### src/common/adcc_defs.vh
// register map, field positions, reset values and timing for adc control
`ifndef ADCC_DEFS_VH
`define ADCC_DEFS_VH

// -----------------------------------------------------------------
// register byte addresses
// -----------------------------------------------------------------
`define ADCC_OFS_RESULT_LOW    6'h00
`define ADCC_OFS_RESULT_HIGH   6'h04
`define ADCC_OFS_CTRL_FIRST    6'h08
`define ADCC_OFS_CTRL_SECOND   6'h0c
`define ADCC_OFS_TEMP_CTRL     6'h10
`define ADCC_OFS_BANDGAP_CTRL  6'h14
`define ADCC_OFS_FTEMP_HIGH    6'h18
`define ADCC_OFS_FTEMP_LOW     6'h1c

// -----------------------------------------------------------------
// field positions
// -----------------------------------------------------------------
`define ADCC_BIT_START         7
`define ADCC_BIT_BUSY          6
`define ADCC_BIT_ENABLE        5
`define ADCC_BIT_ALIGN         4
`define ADCC_SRC_FORBIDDEN     3'h7
`define ADCC_SRC_BANDGAP       3'h1
`define ADCC_SRC_TEMP          3'h2
`define ADCC_SRC_AMP_OUT       3'h3
`define ADCC_SRC_AMP_INP       3'h4

// -----------------------------------------------------------------
// reset values
// -----------------------------------------------------------------
`define ADCC_RST_CTRL_FIRST    8'h00
`define ADCC_RST_CTRL_SECOND   8'h00
`define ADCC_RST_TEMP_CTRL     2'h2
`define ADCC_RST_BANDGAP       1'b0

// -----------------------------------------------------------------
// timing: conversion clocks per conversion
// -----------------------------------------------------------------
`define ADCC_CONV_CLKS         16

`endif

### src/adcc_top.v
// adc conversion control: axi4-lite registers, start sequencing, results
// Function
// - 12-bit result held split in high and low result byte registers.
// - align 0 puts bits 11..4 high, 3..0 low upper; 1 right-justified.
// - result bits without data in chosen alignment read as zero.
// - results unchanged while converter enable is cleared.
// - start bit written high then low begins a conversion.
// - busy set when conversion starts, cleared when it completes.
// - busy flag read-only; writes to it have no effect.
// - enable bit turns converter on; cleared powers it down.
// - one shared core fed by channel and source selection mux.
// - 4-bit channel field bits 3..0; source field in second control.
// - first control register resets to all zeros.
// - bandgap control register holds the bandgap enable.
// - temperature control bit 0 enables sensor; bit 1 reserved.
// - read-only factory temperature result, left aligned.
// - channel codes 0..7 pick inputs; 8..15 pick no pin.
// - source codes map to external or internal; 111 leaves the source field unchanged.
// - clock divider codes give system clock over 1 to 128.
// - reference select 00 pin, 01 supply, 10 sensor, 11 supply.
`include "adcc_defs.vh"

module adcc_top #(
   parameter [11:0] FACTORY_TEMP_VAL = 12'h000, // arbitrary default
   parameter        CONV_CLKS        = `ADCC_CONV_CLKS
) (
   input  wire        I_REF_CLK,        // 125 mhz system clock
   input  wire        I_RST_N,          // async reset, active low
   input  wire [5:0]  I_AWADDR,         // write address
   input  wire        I_AWVALID,        // write address valid
   output wire        O_AWREADY,        // write address ready
   input  wire [31:0] I_WDATA,          // write data
   input  wire [3:0]  I_WSTRB,          // write strobes
   input  wire        I_WVALID,         // write data valid
   output wire        O_WREADY,         // write data ready
   output reg  [1:0]  O_BRESP,          // write response
   output reg         O_BVALID,         // write response valid
   input  wire        I_BREADY,         // write response ready
   input  wire [5:0]  I_ARADDR,         // read address
   input  wire        I_ARVALID,        // read address valid
   output wire        O_ARREADY,        // read address ready
   output reg  [31:0] O_RDATA,          // read data
   output reg  [1:0]  O_RRESP,          // read response
   output reg         O_RVALID,         // read data valid
   input  wire        I_RREADY,         // read data ready
   input  wire [7:0]  I_ANALOG_INPUTS,  // external input comparator bits
   input  wire        I_BANDGAP_CMP,    // bandgap comparator bit
   input  wire        I_TEMP_CMP,       // temp sensor comparator bit
   input  wire        I_AMP_OUT_CMP,    // amplifier output comparator bit
   input  wire        I_AMP_INP_CMP,    // amplifier input comparator bit
   output reg  [11:0] O_SAR_CODE,       // trial code to the dac
   output reg         O_CONV_POWER,     // converter powered
   output reg  [7:0]  O_EXT_CH_ONEHOT,  // external pin switches
   output reg  [2:0]  O_INT_SRC,        // internal source routing code
   output reg  [1:0]  O_REF_SELECT,     // reference voltage select
   output reg         O_BANDGAP_ON,     // bandgap reference enable
   output reg         O_TEMP_SENSOR_ON  // temperature sensor enable
);

   // -----------------------------------------------------------------
   // registers
   // -----------------------------------------------------------------
   reg        start_q;
   reg        busy_q;
   reg        enable_q;
   reg        align_q;
   reg [3:0]  channel_q;
   reg [2:0]  source_q;
   reg [1:0]  refsel_q;
   reg [2:0]  clkdiv_q;
   reg        temp_on_q;
   reg        temp_rsv_q;
   reg        bandgap_q;
   reg [7:0]  res_high_q;
   reg [7:0]  res_low_q;
   reg [6:0]  div_cnt_q;
   reg [3:0]  bit_idx_q;
   reg [11:0] sar_q;

   // -----------------------------------------------------------------
   // axi4-lite write channel
   // -----------------------------------------------------------------
   // both address and data must be present; one write at a time
   wire wr_go = I_AWVALID && I_WVALID && !O_BVALID;
   assign O_AWREADY = wr_go;
   assign O_WREADY  = wr_go;
   wire [7:0] wb = I_WDATA[7:0];
   wire       wlane = I_WSTRB[0];
   wire       wr_map = (I_AWADDR == `ADCC_OFS_RESULT_LOW) ||
                       (I_AWADDR == `ADCC_OFS_RESULT_HIGH) ||
                       (I_AWADDR == `ADCC_OFS_CTRL_FIRST) ||
                       (I_AWADDR == `ADCC_OFS_CTRL_SECOND) ||
                       (I_AWADDR == `ADCC_OFS_TEMP_CTRL) ||
                       (I_AWADDR == `ADCC_OFS_BANDGAP_CTRL) ||
                       (I_AWADDR == `ADCC_OFS_FTEMP_HIGH) ||
                       (I_AWADDR == `ADCC_OFS_FTEMP_LOW);
   wire wr_c0 = wr_go && wlane && (I_AWADDR == `ADCC_OFS_CTRL_FIRST);
   wire wr_c1 = wr_go && wlane && (I_AWADDR == `ADCC_OFS_CTRL_SECOND);
   wire wr_ts = wr_go && wlane && (I_AWADDR == `ADCC_OFS_TEMP_CTRL);
   wire wr_bg = wr_go && wlane && (I_AWADDR == `ADCC_OFS_BANDGAP_CTRL);

   always @(posedge I_REF_CLK or negedge I_RST_N) begin
      if (!I_RST_N) begin
         O_BVALID <= 1'b0;
         O_BRESP  <= 2'h0;
      end else if (wr_go) begin
         O_BVALID <= 1'b1;
         O_BRESP  <= wr_map ? 2'h0 : 2'h2;
      end else if (I_BREADY) begin
         O_BVALID <= 1'b0;
      end
   end

   // -----------------------------------------------------------------
   // start detection and control registers
   // -----------------------------------------------------------------
   wire start_new = wr_c0 ? wb[`ADCC_BIT_START] : start_q;
   // high-then-low on the start bit triggers
   wire start_seq = start_q && !start_new;
   wire conv_go   = start_seq && enable_q && !busy_q;
   wire conv_done;

   always @(posedge I_REF_CLK or negedge I_RST_N) begin
      if (!I_RST_N) begin
         start_q    <= 1'b0;
         enable_q   <= 1'b0;
         align_q    <= 1'b0;
         channel_q  <= 4'h0;
         source_q   <= 3'h0;
         refsel_q   <= 2'h0;
         clkdiv_q   <= 3'h0;
         temp_on_q  <= 1'b0;
         temp_rsv_q <= 1'b1;
         bandgap_q  <= `ADCC_RST_BANDGAP;
      end else begin
         if (wr_c0) begin
            // busy bit position ignored on writes
            start_q   <= wb[`ADCC_BIT_START];
            enable_q  <= wb[`ADCC_BIT_ENABLE];
            align_q   <= wb[`ADCC_BIT_ALIGN];
            channel_q <= wb[3:0];
         end
         if (wr_c1) begin
            if (wb[7:5] != `ADCC_SRC_FORBIDDEN)
               source_q <= wb[7:5];
            refsel_q <= wb[4:3];
            clkdiv_q <= wb[2:0];
         end
         if (wr_ts) begin
            temp_on_q  <= wb[0];
            temp_rsv_q <= wb[1];
         end
         if (wr_bg)
            bandgap_q <= wb[0];
      end
   end

   // -----------------------------------------------------------------
   // conversion clock divider and successive approximation
   // -----------------------------------------------------------------
   // comparator chosen by source then channel; floating pins compare low
   reg cmp_sel;
   always @* begin
      case (source_q)
         `ADCC_SRC_BANDGAP: cmp_sel = I_BANDGAP_CMP;
         `ADCC_SRC_TEMP:    cmp_sel = I_TEMP_CMP;
         `ADCC_SRC_AMP_OUT: cmp_sel = I_AMP_OUT_CMP;
         `ADCC_SRC_AMP_INP: cmp_sel = I_AMP_INP_CMP;
         default: cmp_sel = channel_q[3] ? 1'b0 :
                            I_ANALOG_INPUTS[channel_q[2:0]];
      endcase
   end

   wire [6:0] div_last = (7'h01 << clkdiv_q) - 7'h01;
   wire       tick     = (div_cnt_q == div_last);
   // one conversion: 12 bit trials plus settle clocks, counted in ticks
   localparam [3:0] LAST_IDX = 4'd11;
   localparam integer SETTLE_N = CONV_CLKS - 12;
   localparam [4:0] SETTLE_CLKS = SETTLE_N[4:0];
   reg [4:0] settle_q;
   wire      trial = busy_q && tick && (settle_q == 5'h00);
   assign conv_done = trial && (bit_idx_q == 4'h0);
   wire [11:0] final_code = sar_q & ~(12'h001 << bit_idx_q) |
                           ({11'h000, cmp_sel} << bit_idx_q);
   wire [11:0] sar_next = final_code | ((bit_idx_q != 4'h0) ?
                          (12'h001 << (bit_idx_q - 4'h1)) : 12'h000);

   always @(posedge I_REF_CLK or negedge I_RST_N) begin
      if (!I_RST_N) begin
         busy_q    <= 1'b0;
         div_cnt_q <= 7'h00;
         bit_idx_q <= 4'h0;
         sar_q     <= 12'h000;
         O_SAR_CODE <= 12'h000;
         settle_q  <= 5'h00;
      end else if (conv_go) begin
         busy_q    <= 1'b1;
         div_cnt_q <= 7'h00;
         bit_idx_q <= LAST_IDX;
         sar_q     <= 12'h800;
         // trial code leaves with sar_q so the comparator sees it in time
         O_SAR_CODE <= 12'h800;
         settle_q  <= SETTLE_CLKS;
      end else if (busy_q) begin
         div_cnt_q <= tick ? 7'h00 : div_cnt_q + 7'h01;
         if (!enable_q) begin
            // power-down aborts; results untouched
            busy_q <= 1'b0;
         end else if (tick && settle_q != 5'h00) begin
            settle_q <= settle_q - 5'h01;
         end else if (trial) begin
            sar_q      <= sar_next;
            O_SAR_CODE <= sar_next;
            if (conv_done)
               busy_q <= 1'b0;
            else
               bit_idx_q <= bit_idx_q - 4'h1;
         end
      end
   end

   // -----------------------------------------------------------------
   // result registers
   // -----------------------------------------------------------------
   always @(posedge I_REF_CLK or negedge I_RST_N) begin
      if (!I_RST_N) begin
         res_high_q <= 8'h00;
         res_low_q  <= 8'h00;
      end else if (conv_done && enable_q) begin
         if (!align_q) begin
            res_high_q <= final_code[11:4];
            res_low_q  <= {final_code[3:0], 4'h0};
         end else begin
            res_high_q <= {4'h0, final_code[11:8]};
            res_low_q  <= final_code[7:0];
         end
      end
   end

   // -----------------------------------------------------------------
   // analog side outputs
   // -----------------------------------------------------------------
   always @(posedge I_REF_CLK or negedge I_RST_N) begin
      if (!I_RST_N) begin
         O_CONV_POWER     <= 1'b0;
         O_EXT_CH_ONEHOT  <= 8'h00;
         O_INT_SRC        <= 3'h0;
         O_REF_SELECT     <= 2'h0;
         O_BANDGAP_ON     <= 1'b0;
         O_TEMP_SENSOR_ON <= 1'b0;
      end else begin
         O_CONV_POWER     <= enable_q;
         O_EXT_CH_ONEHOT  <= channel_q[3] ? 8'h00 :
                             (8'h01 << channel_q[2:0]);
         O_INT_SRC        <= source_q;
         O_REF_SELECT     <= refsel_q;
         O_BANDGAP_ON     <= bandgap_q;
         O_TEMP_SENSOR_ON <= temp_on_q;
      end
   end

   // -----------------------------------------------------------------
   // axi4-lite read channel
   // -----------------------------------------------------------------
   assign O_ARREADY = !O_RVALID;
   reg [7:0] rd_byte;
   reg       rd_ok;
   always @* begin
      rd_ok = 1'b1;
      case (I_ARADDR)
         `ADCC_OFS_RESULT_LOW:   rd_byte = res_low_q;
         `ADCC_OFS_RESULT_HIGH:  rd_byte = res_high_q;
         `ADCC_OFS_CTRL_FIRST:   rd_byte = {start_q, busy_q, enable_q,
                                            align_q, channel_q};
         `ADCC_OFS_CTRL_SECOND:  rd_byte = {source_q, refsel_q, clkdiv_q};
         `ADCC_OFS_TEMP_CTRL:    rd_byte = {6'h00, temp_rsv_q, temp_on_q};
         `ADCC_OFS_BANDGAP_CTRL: rd_byte = {7'h00, bandgap_q};
         `ADCC_OFS_FTEMP_HIGH:   rd_byte = FACTORY_TEMP_VAL[11:4];
         `ADCC_OFS_FTEMP_LOW:    rd_byte = {FACTORY_TEMP_VAL[3:0], 4'h0};
         default: begin
            rd_byte = 8'h00;
            rd_ok   = 1'b0;
         end
      endcase
   end

   always @(posedge I_REF_CLK or negedge I_RST_N) begin
      if (!I_RST_N) begin
         O_RVALID <= 1'b0;
         O_RDATA  <= 32'h0000_0000;
         O_RRESP  <= 2'h0;
      end else if (I_ARVALID && !O_RVALID) begin
         O_RVALID <= 1'b1;
         O_RDATA  <= {24'h000000, rd_byte};
         O_RRESP  <= rd_ok ? 2'h0 : 2'h2;
      end else if (I_RREADY) begin
         O_RVALID <= 1'b0;
      end
   end

endmodule // adcc_top

### config.mk
export PLATFORM = sky130hd
export DESIGN_NAME = adcc_top
export DESIGN_NICKNAME = d
export VERILOG_FILES = /design/src/adcc_top.v
export VERILOG_INCLUDE_DIRS = /design/src /design/src/common
export SDC_FILE = /design/constraint.sdc
export NUM_CORES = 1
export LEC_CHECK = 0
export BUFFER_PORTS_ARGS = -buffer_cell sky130_fd_sc_hd__buf_2
export CAP_MARGIN = 20
export CORE_ASPECT_RATIO = 1.25
export CORE_MARGIN = 3
export CORE_UTILIZATION = 47
export CTS_CLUSTER_SIZE = 8
export DETAILED_ROUTE_END_ITERATION = 10
export GPL_ROUTABILITY_DRIVEN = 0
export HOLD_SLACK_MARGIN = 0.15
export PLACE_DENSITY = 0.88
export SLEW_MARGIN = 20
export SYNTH_ARGS = -nofsm -noshare
export SYNTH_HDL_FRONTEND = slang
export SYNTH_SLANG_ARGS = --single-unit
### constraint.sdc
create_clock -name I_REF_CLK -period 2.05 [get_ports I_REF_CLK]
set_input_delay 0.205 -clock I_REF_CLK [delete_from_list [all_inputs] [get_ports I_REF_CLK]]
set_output_delay 0.205 -clock I_REF_CLK [all_outputs]
set_load 0.03 [all_outputs]
==> impl_metrics.json, run 1 <==
{
  "fin_ws_ps": -189,
  "multi_input_area_mm2": 0.00270,
  "synthSimpleGateAreaFrac": 0.153,
  "post-place-cells": 683,
  "clkLatencyLatePin_ps": 350,
  "grt_max_degree": 56,
  "rsz0062_at_grt": "true",
  "synthXorXnorAreaFrac": 0.0127,
  "overflow": 0,
  "regArea_mm2": 0.00228,
  "syn_avg_cell_area_um2": 10.5,
  "netlist_instances": 460,
  "die_area_mm2": 0.0115,
  "antenna_cells": 0,
  "ys_seq_area_frac": 0.472,
  "die_w_um": 96.6,
  "period_needed_ps": 2240,
  "fillerInstances": 672,
  "cp.required_ps": 2330,
  "track_usage": 0.233,
  "ys_seq_elements": 91,
  "synth_compound_area_frac": 0.172,
  "synth_area_mm2": 0.00482,
  "p_total_w": 0.00397,
  "synth_top_family_by_area": "compound AO/OA/AOI/OAI gates",
  "numClockSinks": 91,
  "nNetsFinal": 667,
  "violations": "setup timing",
  "drtIter0Drc": 396,
  "critPathMaxStageDelay_ps": 410,
  "ios": 136,
  "coreArea_mm2": 0.00981,
  "layout-drive-gt1-share": 0.429,
  "synth.largest_area_cell": "dfrtp_1",
  "start_util": 0.492,
  "synth_most_common_cell": "dfrtp_1",
  "hold_path.class": "in -> reg",
  "path_clk_slew_ps": 60,
  "path_class": "reg -> reg",
  "drc": 0,
  "via_count": 4387,
  "final_util": 0.657,
  "startpoint_type": "flip-flop",
  "path_cells": "or3_1, a211o_1, o21ai_4, buf_6, nand4_4, nor2_1, a221o_1",
  "synth.mux.area_fraction": 0.0921,
  "rows": 40,
  "crit_slowest_cell": "dfrtp_1",
  "cp_max_fo": 10,
  "grt_pass1_wl_um": 20700,
  "max-cap-violations": 0,
  "fmax_mhz": 447,
  "finalWirelength_um": 15000,
  "synth-edff-count": 0,
  "cts-root-buf": "clkbuf_16",
  "leakagePower_nw": 2.88,
  "wl_per_cell_um": 20.8,
  "status": "complete, but fails checks",
  "die_y_um": 119,
  "synth_ff_type": "dfrtp_1",
  "whs_ps": 164,
  "finalSetupViolations": 37,
  "grt_pass1_vias": 4268,
  "arrival_ps": 2520,
  "via_per_inst": 6.08,
  "firstDrtPassIters": 5,
  "yosysTopAreaCellShare": 0.467,
  "syn_to_final_growth_pct": 33.7,
  "final_antenna_net_count": 0,
  "synthArstFlopShare": 1.00,
  "yosys_warnings": 0,
  "vdd_drop_max_mv": 0.366,
  "cts_buffer_depth": 2,
  "finClkSkew_ps": 5.53,
  "place_hpwl_um": 9170,
  "yosys-top-cells-count": "90 x dfrtp_1, 46 x nand2_1, 29 x buf_4",
  "tritoncts": "done",
  "maxSlewViolCount": 0,
  "ys_types": 62,
  "fin_cells": 721,
  "port_buffers": 82,
  "antenna_found_initial": 0,
  "crit_path_end_kind": "flip-flop",
  "cts_max_level": 3,
  "synthTopCellsByArea": "dfrtp_1 47%, buf_4 4.5%, mux2_2 4.4%",
  "cts_buffers": 9,
  "powerDensity_mw_per_mm2": 616,
  "fin_crit_sh": 1.09,
  "hold_viol": 0,
  "synth_fa_ha_area_frac": 0.0234
}
==> metrics by stage <==
stage | setup TNS, ps | worst slack, ps | area [um^2]
floorplan | -15.8 | -7.49 | 4950
global placement | -215 | -42.0 | 5510
detailed placement | -1110 | -91.9 | 5510
CTS | -127 | -75.3 | 6060
global route | -6060 | -278 | 6440
finish | -3080 | -189 | 6440
==> routing by layer <==
| layer | up-vias | GRT usage | part of all wire |
|---|---|---|---|
| met5 | - | 0 | 0 |
| met4 | 0 | 0.124 | 0.059 |
| met3 | 91 | 0.0537 | 0.083 |
| met2 | 298 | 0.399 | 0.50 |
| met1 | 2097 | 0.263 | 0.35 |
| li1 | 1901 | - | - |
==> final cells by class <==
class,instances,share of cell area
Multi-Input combinational cell,334,0.418
Inverter,13,0.00757
Sequential cell,91,0.354
Clock buffer,11,0.0361
Timing Repair Buffer,142,0.152
Tap cell,126,0.0245
Clock inverter,4,0.00815
==> path summary, 6_finish.rpt <==
kind / startpoint / to / slack [ps] / cells past startpoint
setup / recovery: clkdiv_q[0] / res_high_q[3] / -190 / 7
min in group asynchronous: I_RST_N / O_TEMP_SENSOR_ON / 360 / 2
setup reg to reg: clkdiv_q[0] / res_high_q[3] / -190 / 7
hold reg to reg: refsel_q[0] / O_REF_SELECT[0] / 410 / 0
hold / removal: I_WDATA[7] / start_q / 160 / 2
max in group asynchronous: I_RST_N / channel_q[1] / 1020 / 3
==> kinds of logic (layout without fill, tap and decap cells) <==
kind of cell,after synthesis,count (layout)
multiplexers,32,32
AO/OA/AOI/OAI,115,116
adder cells (fa/ha/maj),9,9
AND/OR/NAND/NOR,143,144
buffers and inverters,62,170
other,1,26
flip-flops,91,91
XOR/XNOR,7,7
==> state kept, by name (all words and copies together) (netlist names), 2 cells and up <==
register,flops
bit_idx_q,4
source_q,3
O_INT_SRC,3
clkdiv_q,3
O_REF_SELECT,2
channel_q,4
res_high_q,8
refsel_q,2
res_low_q,8
settle_q,5
O_RDATA,8
sar_q,12
O_EXT_CH_ONEHOT,8
div_cnt_q,7
==> where the power goes <==
group | leakage, nW | switching (W) | total (W) | internal, W
registers | 1.08 | 0.0000276 | 0.00187 | 0.00184
clock network | 0.128 | 0.000690 | 0.00163 | 0.000938
logic | 1.67 | 0.000318 | 0.000477 | 0.000159
total | 2.88 | 0.00104 | 0.00397 | 0.00294
==> layout by cell type (no fill, tap or decap), drive strengths merged, types with 4 or more instances in the layout <==
cell type    netlist  layout
buf               37     131
dfrtp             90      90
nand2             46      46
o21ai             27      27
conb               1      26
nor2              25      25
a21oi             21      21
mux2              19      19
nand3             13      14
inv               13      13
nor3              13      13
clkbuf            12      12
dlygate4sd3        0      10
a31o              10      10
a31oi             10      10
ha                 9       9
nand2b             8       8
mux4               8       8
a21boi             7       8
or3                7       7
o221ai             6       6
mux2i              5       5
a22o               5       5
or2                4       4
and2               4       4
o22a               4       4
nor3b              4       4
and3               4       4
xnor2              4       4
==> worst max-delay path, delay by kind of cell, from the launching register on <==
| kind | cells | cell delay (ps) |
|---|---|---|
| AND/OR/NAND/NOR | 3 | 830 |
| AO/OA/AOI/OAI | 3 | 730 |
| buffers and inverters | 1 | 200 |
| flip-flops | 1 | 410 |
==> timing repair <==
item / 4_1_cts / 5_1_grt
hold endpoints to repair: 48 / 1
gates cloned: 0 / 4
pin swaps: 9 / 22
endpoints found under the setup margin: 33 / 40
setup buffers: 2 / 8
hold buffers: 9 / 1
resized for setup: 25 / 60
(Power assumes the default switching activity.)
==> run 2: changes to the inputs <==
- BUFFER_PORTS_ARGS: -buffer_cell sky130_fd_sc_hd__buf_2 -> -buffer_cell sky130_fd_sc_hd__buf_4
- CELL_PAD_IN_SITES_DETAIL_PLACEMENT: not set -> 1
- CELL_PAD_IN_SITES_GLOBAL_PLACEMENT: not set -> 1
- CORE_UTILIZATION: 47 -> 36
==> run 2 against run 1 <==
  * Largest cell class unchanged
  * Critical path type unchanged
  * Clock-buffer cell count up 1
  * Hold slack better by 86 ps
  * Maximum frequency shrank 1.1%
  * Wire length up 38%
  * Clock power grew 8%
  * Combinational power is 16% higher
  * Non-clock buffer count up 17
  * The flow still finishes with violations (setup timing)
  * Final cell count up 8.6%
  * Die area rose by 29%
  * Register-to-register slack got worse by 20 ps
  * Sequential power about the same
  * Global-route usage is 1.3 points higher
==> impl_metrics.json, run 2 (synthesis results as in run 1) <==
{
  "status": "complete, but fails checks",
  "violations": "setup timing",
  "crit_path_end_kind": "flip-flop",
  "tightest_slew_ps": 701,
  "leakagePower_nw": 3.09,
  "drtIter0Drc": 361,
  "coreArea_mm2": 0.0129,
  "path_class": "reg -> reg",
  "fin_crit_sh": 1.10,
  "fin_setup_tns_ps": -4600,
  "path_clk_slew_ps": 70,
  "cp_num_cells": 10,
  "finalWirelength_um": 20700,
  "rsz0062_at_grt": "true",
  "r2r_cells": 10,
  "die_w_um": 110,
  "wl_per_cell_um": 26.4,
  "die_area_mm2": 0.0148,
  "fmax_mhz": 442,
  "clkLatencyLatePin_ps": 360,
  "track_usage": 0.247,
  "finClkSkew_ps": 8.74,
  "fillerInstances": 1384,
  "overflow": 0,
  "powerDensity_mw_per_mm2": 603,
  "cp_common_cell": "buf_6",
  "path_buf_inv": 4,
  "crit_slowest_cell": "dfrtp_1",
  "hold_depth": 3,
  "antenna_found_initial": 0,
  "nNetsFinal": 686,
  "firstDrtPassIters": 5,
  "antenna_cells": 0,
  "numClockSinks": 91,
  "cts_buffers": 9,
  "largest_reg_flops": 12,
  "hold_viol": 0,
  "die_y_um": 135,
  "syn_to_final_growth_pct": 44.1,
  "max-cap-violations": 0,
  "via_count": 4700,
  "layout-drive-gt1-share": 0.454,
  "mostFrequentLayoutCell": "buf_4",
  "cp_top_family": "compound AO/OA/AOI/OAI gates",
  "port_buffers": 82,
  "vdd_drop_max_mv": 0.578,
  "relSlewSlack": 0.529,
  "tritoncts": "done",
  "maxSlewViolCount": 0,
  "cp.required_ps": 2300,
  "critPathMaxStageDelay_ps": 410,
  "period_needed_ps": 2260,
  "fin_ws_ps": -213,
  "startpoint_type": "flip-flop",
  "grt_pass1_wl_um": 27900,
  "rrSetupSlack_ps": -210,
  "arrival_ps": 2520,
  "grt_max_degree": 59,
  "cts_max_level": 3,
  "path_cells": "buf_6, xnor2_2, a31oi_2, o21ai_4, buf_6, buf_12, a21boi_4, buf_4, a41oi_2, a31oi_1",
  "rows": 46,
  "largest_register": "sar_q",
  "hold_path.class": "in -> reg",
  "cts_buffer_depth": 2,
  "finalSetupViolations": 39,
  "via_per_inst": 6.00,
  "grt_pass1_vias": 4849,
  "placed_area_mm2": 0.00582,
  "layout_common_cells": "135 x buf_4, 88 x dfrtp_1, 46 x nand2_1",
  "final_antenna_net_count": 0,
  "start_util": 0.374,
  "place_hpwl_um": 11000,
  "ios": 136,
  "design_area_mm2": 0.00695,
  "cp_max_fo": 7,
  "cts-root-buf": "clkbuf_16",
  "drc": 0
}
-- run 2: cell count changes in the layout (fill, tap and decap cells not counted), sizes merged --
cell | before | now
clkbuf | 12 | 14
clkinvlp | 3 | 0
buf | 131 | 146
clkinv | 0 | 3
nand4 | 2 | 4
dlygate4sd3 | 10 | 11
-- run 2: stage by stage --
stage / power, W / instances / hold slack, ps / util / setup WS, ps
after floorplan: 0.00219 / 485 / -90.6 / - / -7.49
after global placement: 0.00236 / 733 / 170 / 0.452 / -67.2
after detailed placement: 0.00239 / 733 / 180 / 0.452 / -168
after CTS: 0.00413 / 770 / 247 / 0.511 / -49.9
after global routing: 0.00432 / 783 / 264 / 0.539 / -289
final: 0.00419 / 783 / 250 / 0.539 / -213
-- run 2: worst paths after layout --
path / from / endpoint
worst min register to register: refsel_q[1] / O_REF_SELECT[1]
worst max register to register: clkdiv_q[0] / div_cnt_q[5]
max in group asynchronous: I_RST_N / res_low_q[6]
worst max-delay path: clkdiv_q[0] / div_cnt_q[5]
min in group asynchronous: I_RST_N / O_BRESP[1]
worst min-delay path: I_ARADDR[1] / O_RRESP[1]
-- run 2: repair_timing --
| action | CTS | global route |
|---|---|---|
| resized for setup | 50 | 48 |
| buffers inserted | 8 | 12 |
| hold endpoints to repair | 53 | 0 |
| pin swaps | 14 | 25 |
| gates cloned | 2 | 4 |
| hold buffers | 11 | 0 |
| setup endpoints to repair | 42 | 43 |
-- run 2: worst min-delay path, delay by kind of cell --
kind / cells / cell delay [ps]
and+or+nand+nor: 1 / 140
muxes: 1 / 150
buffers and inverters: 1 / 70
-- run 2: final cells by class --
| cell class | count | area (um^2) | area share |
|---|---|---|---|
| tap | 168 | 210 | 0.0303 |
| timing repair buffer | 159 | 1320 | 0.191 |
| sequential | 91 | 2280 | 0.328 |
| inverter | 13 | 48.8 | 0.00702 |
| clock inverter | 4 | 48.8 | 0.00702 |
| multi-input combinational | 336 | 2780 | 0.400 |
| clock buffer | 12 | 256 | 0.0369 |
-- run 2: routing by layer --
metal	global-route usage	part of all wire	vias to the layer above
met5	0	0	-
met1	0.282	0.36	2383
li1	-	-	1935
met4	0.113	0.066	0
met2	0.442	0.51	283
met3	0.0410	0.066	99
-- run 2: power breakdown --
group	internal (W)	switching, W	total, W
Sequential	0.00184	0.0000354	0.00187
Combinational	0.000207	0.000348	0.000554
Clock	0.00101	0.000747	0.00176
Total	0.00306	0.00113	0.00419
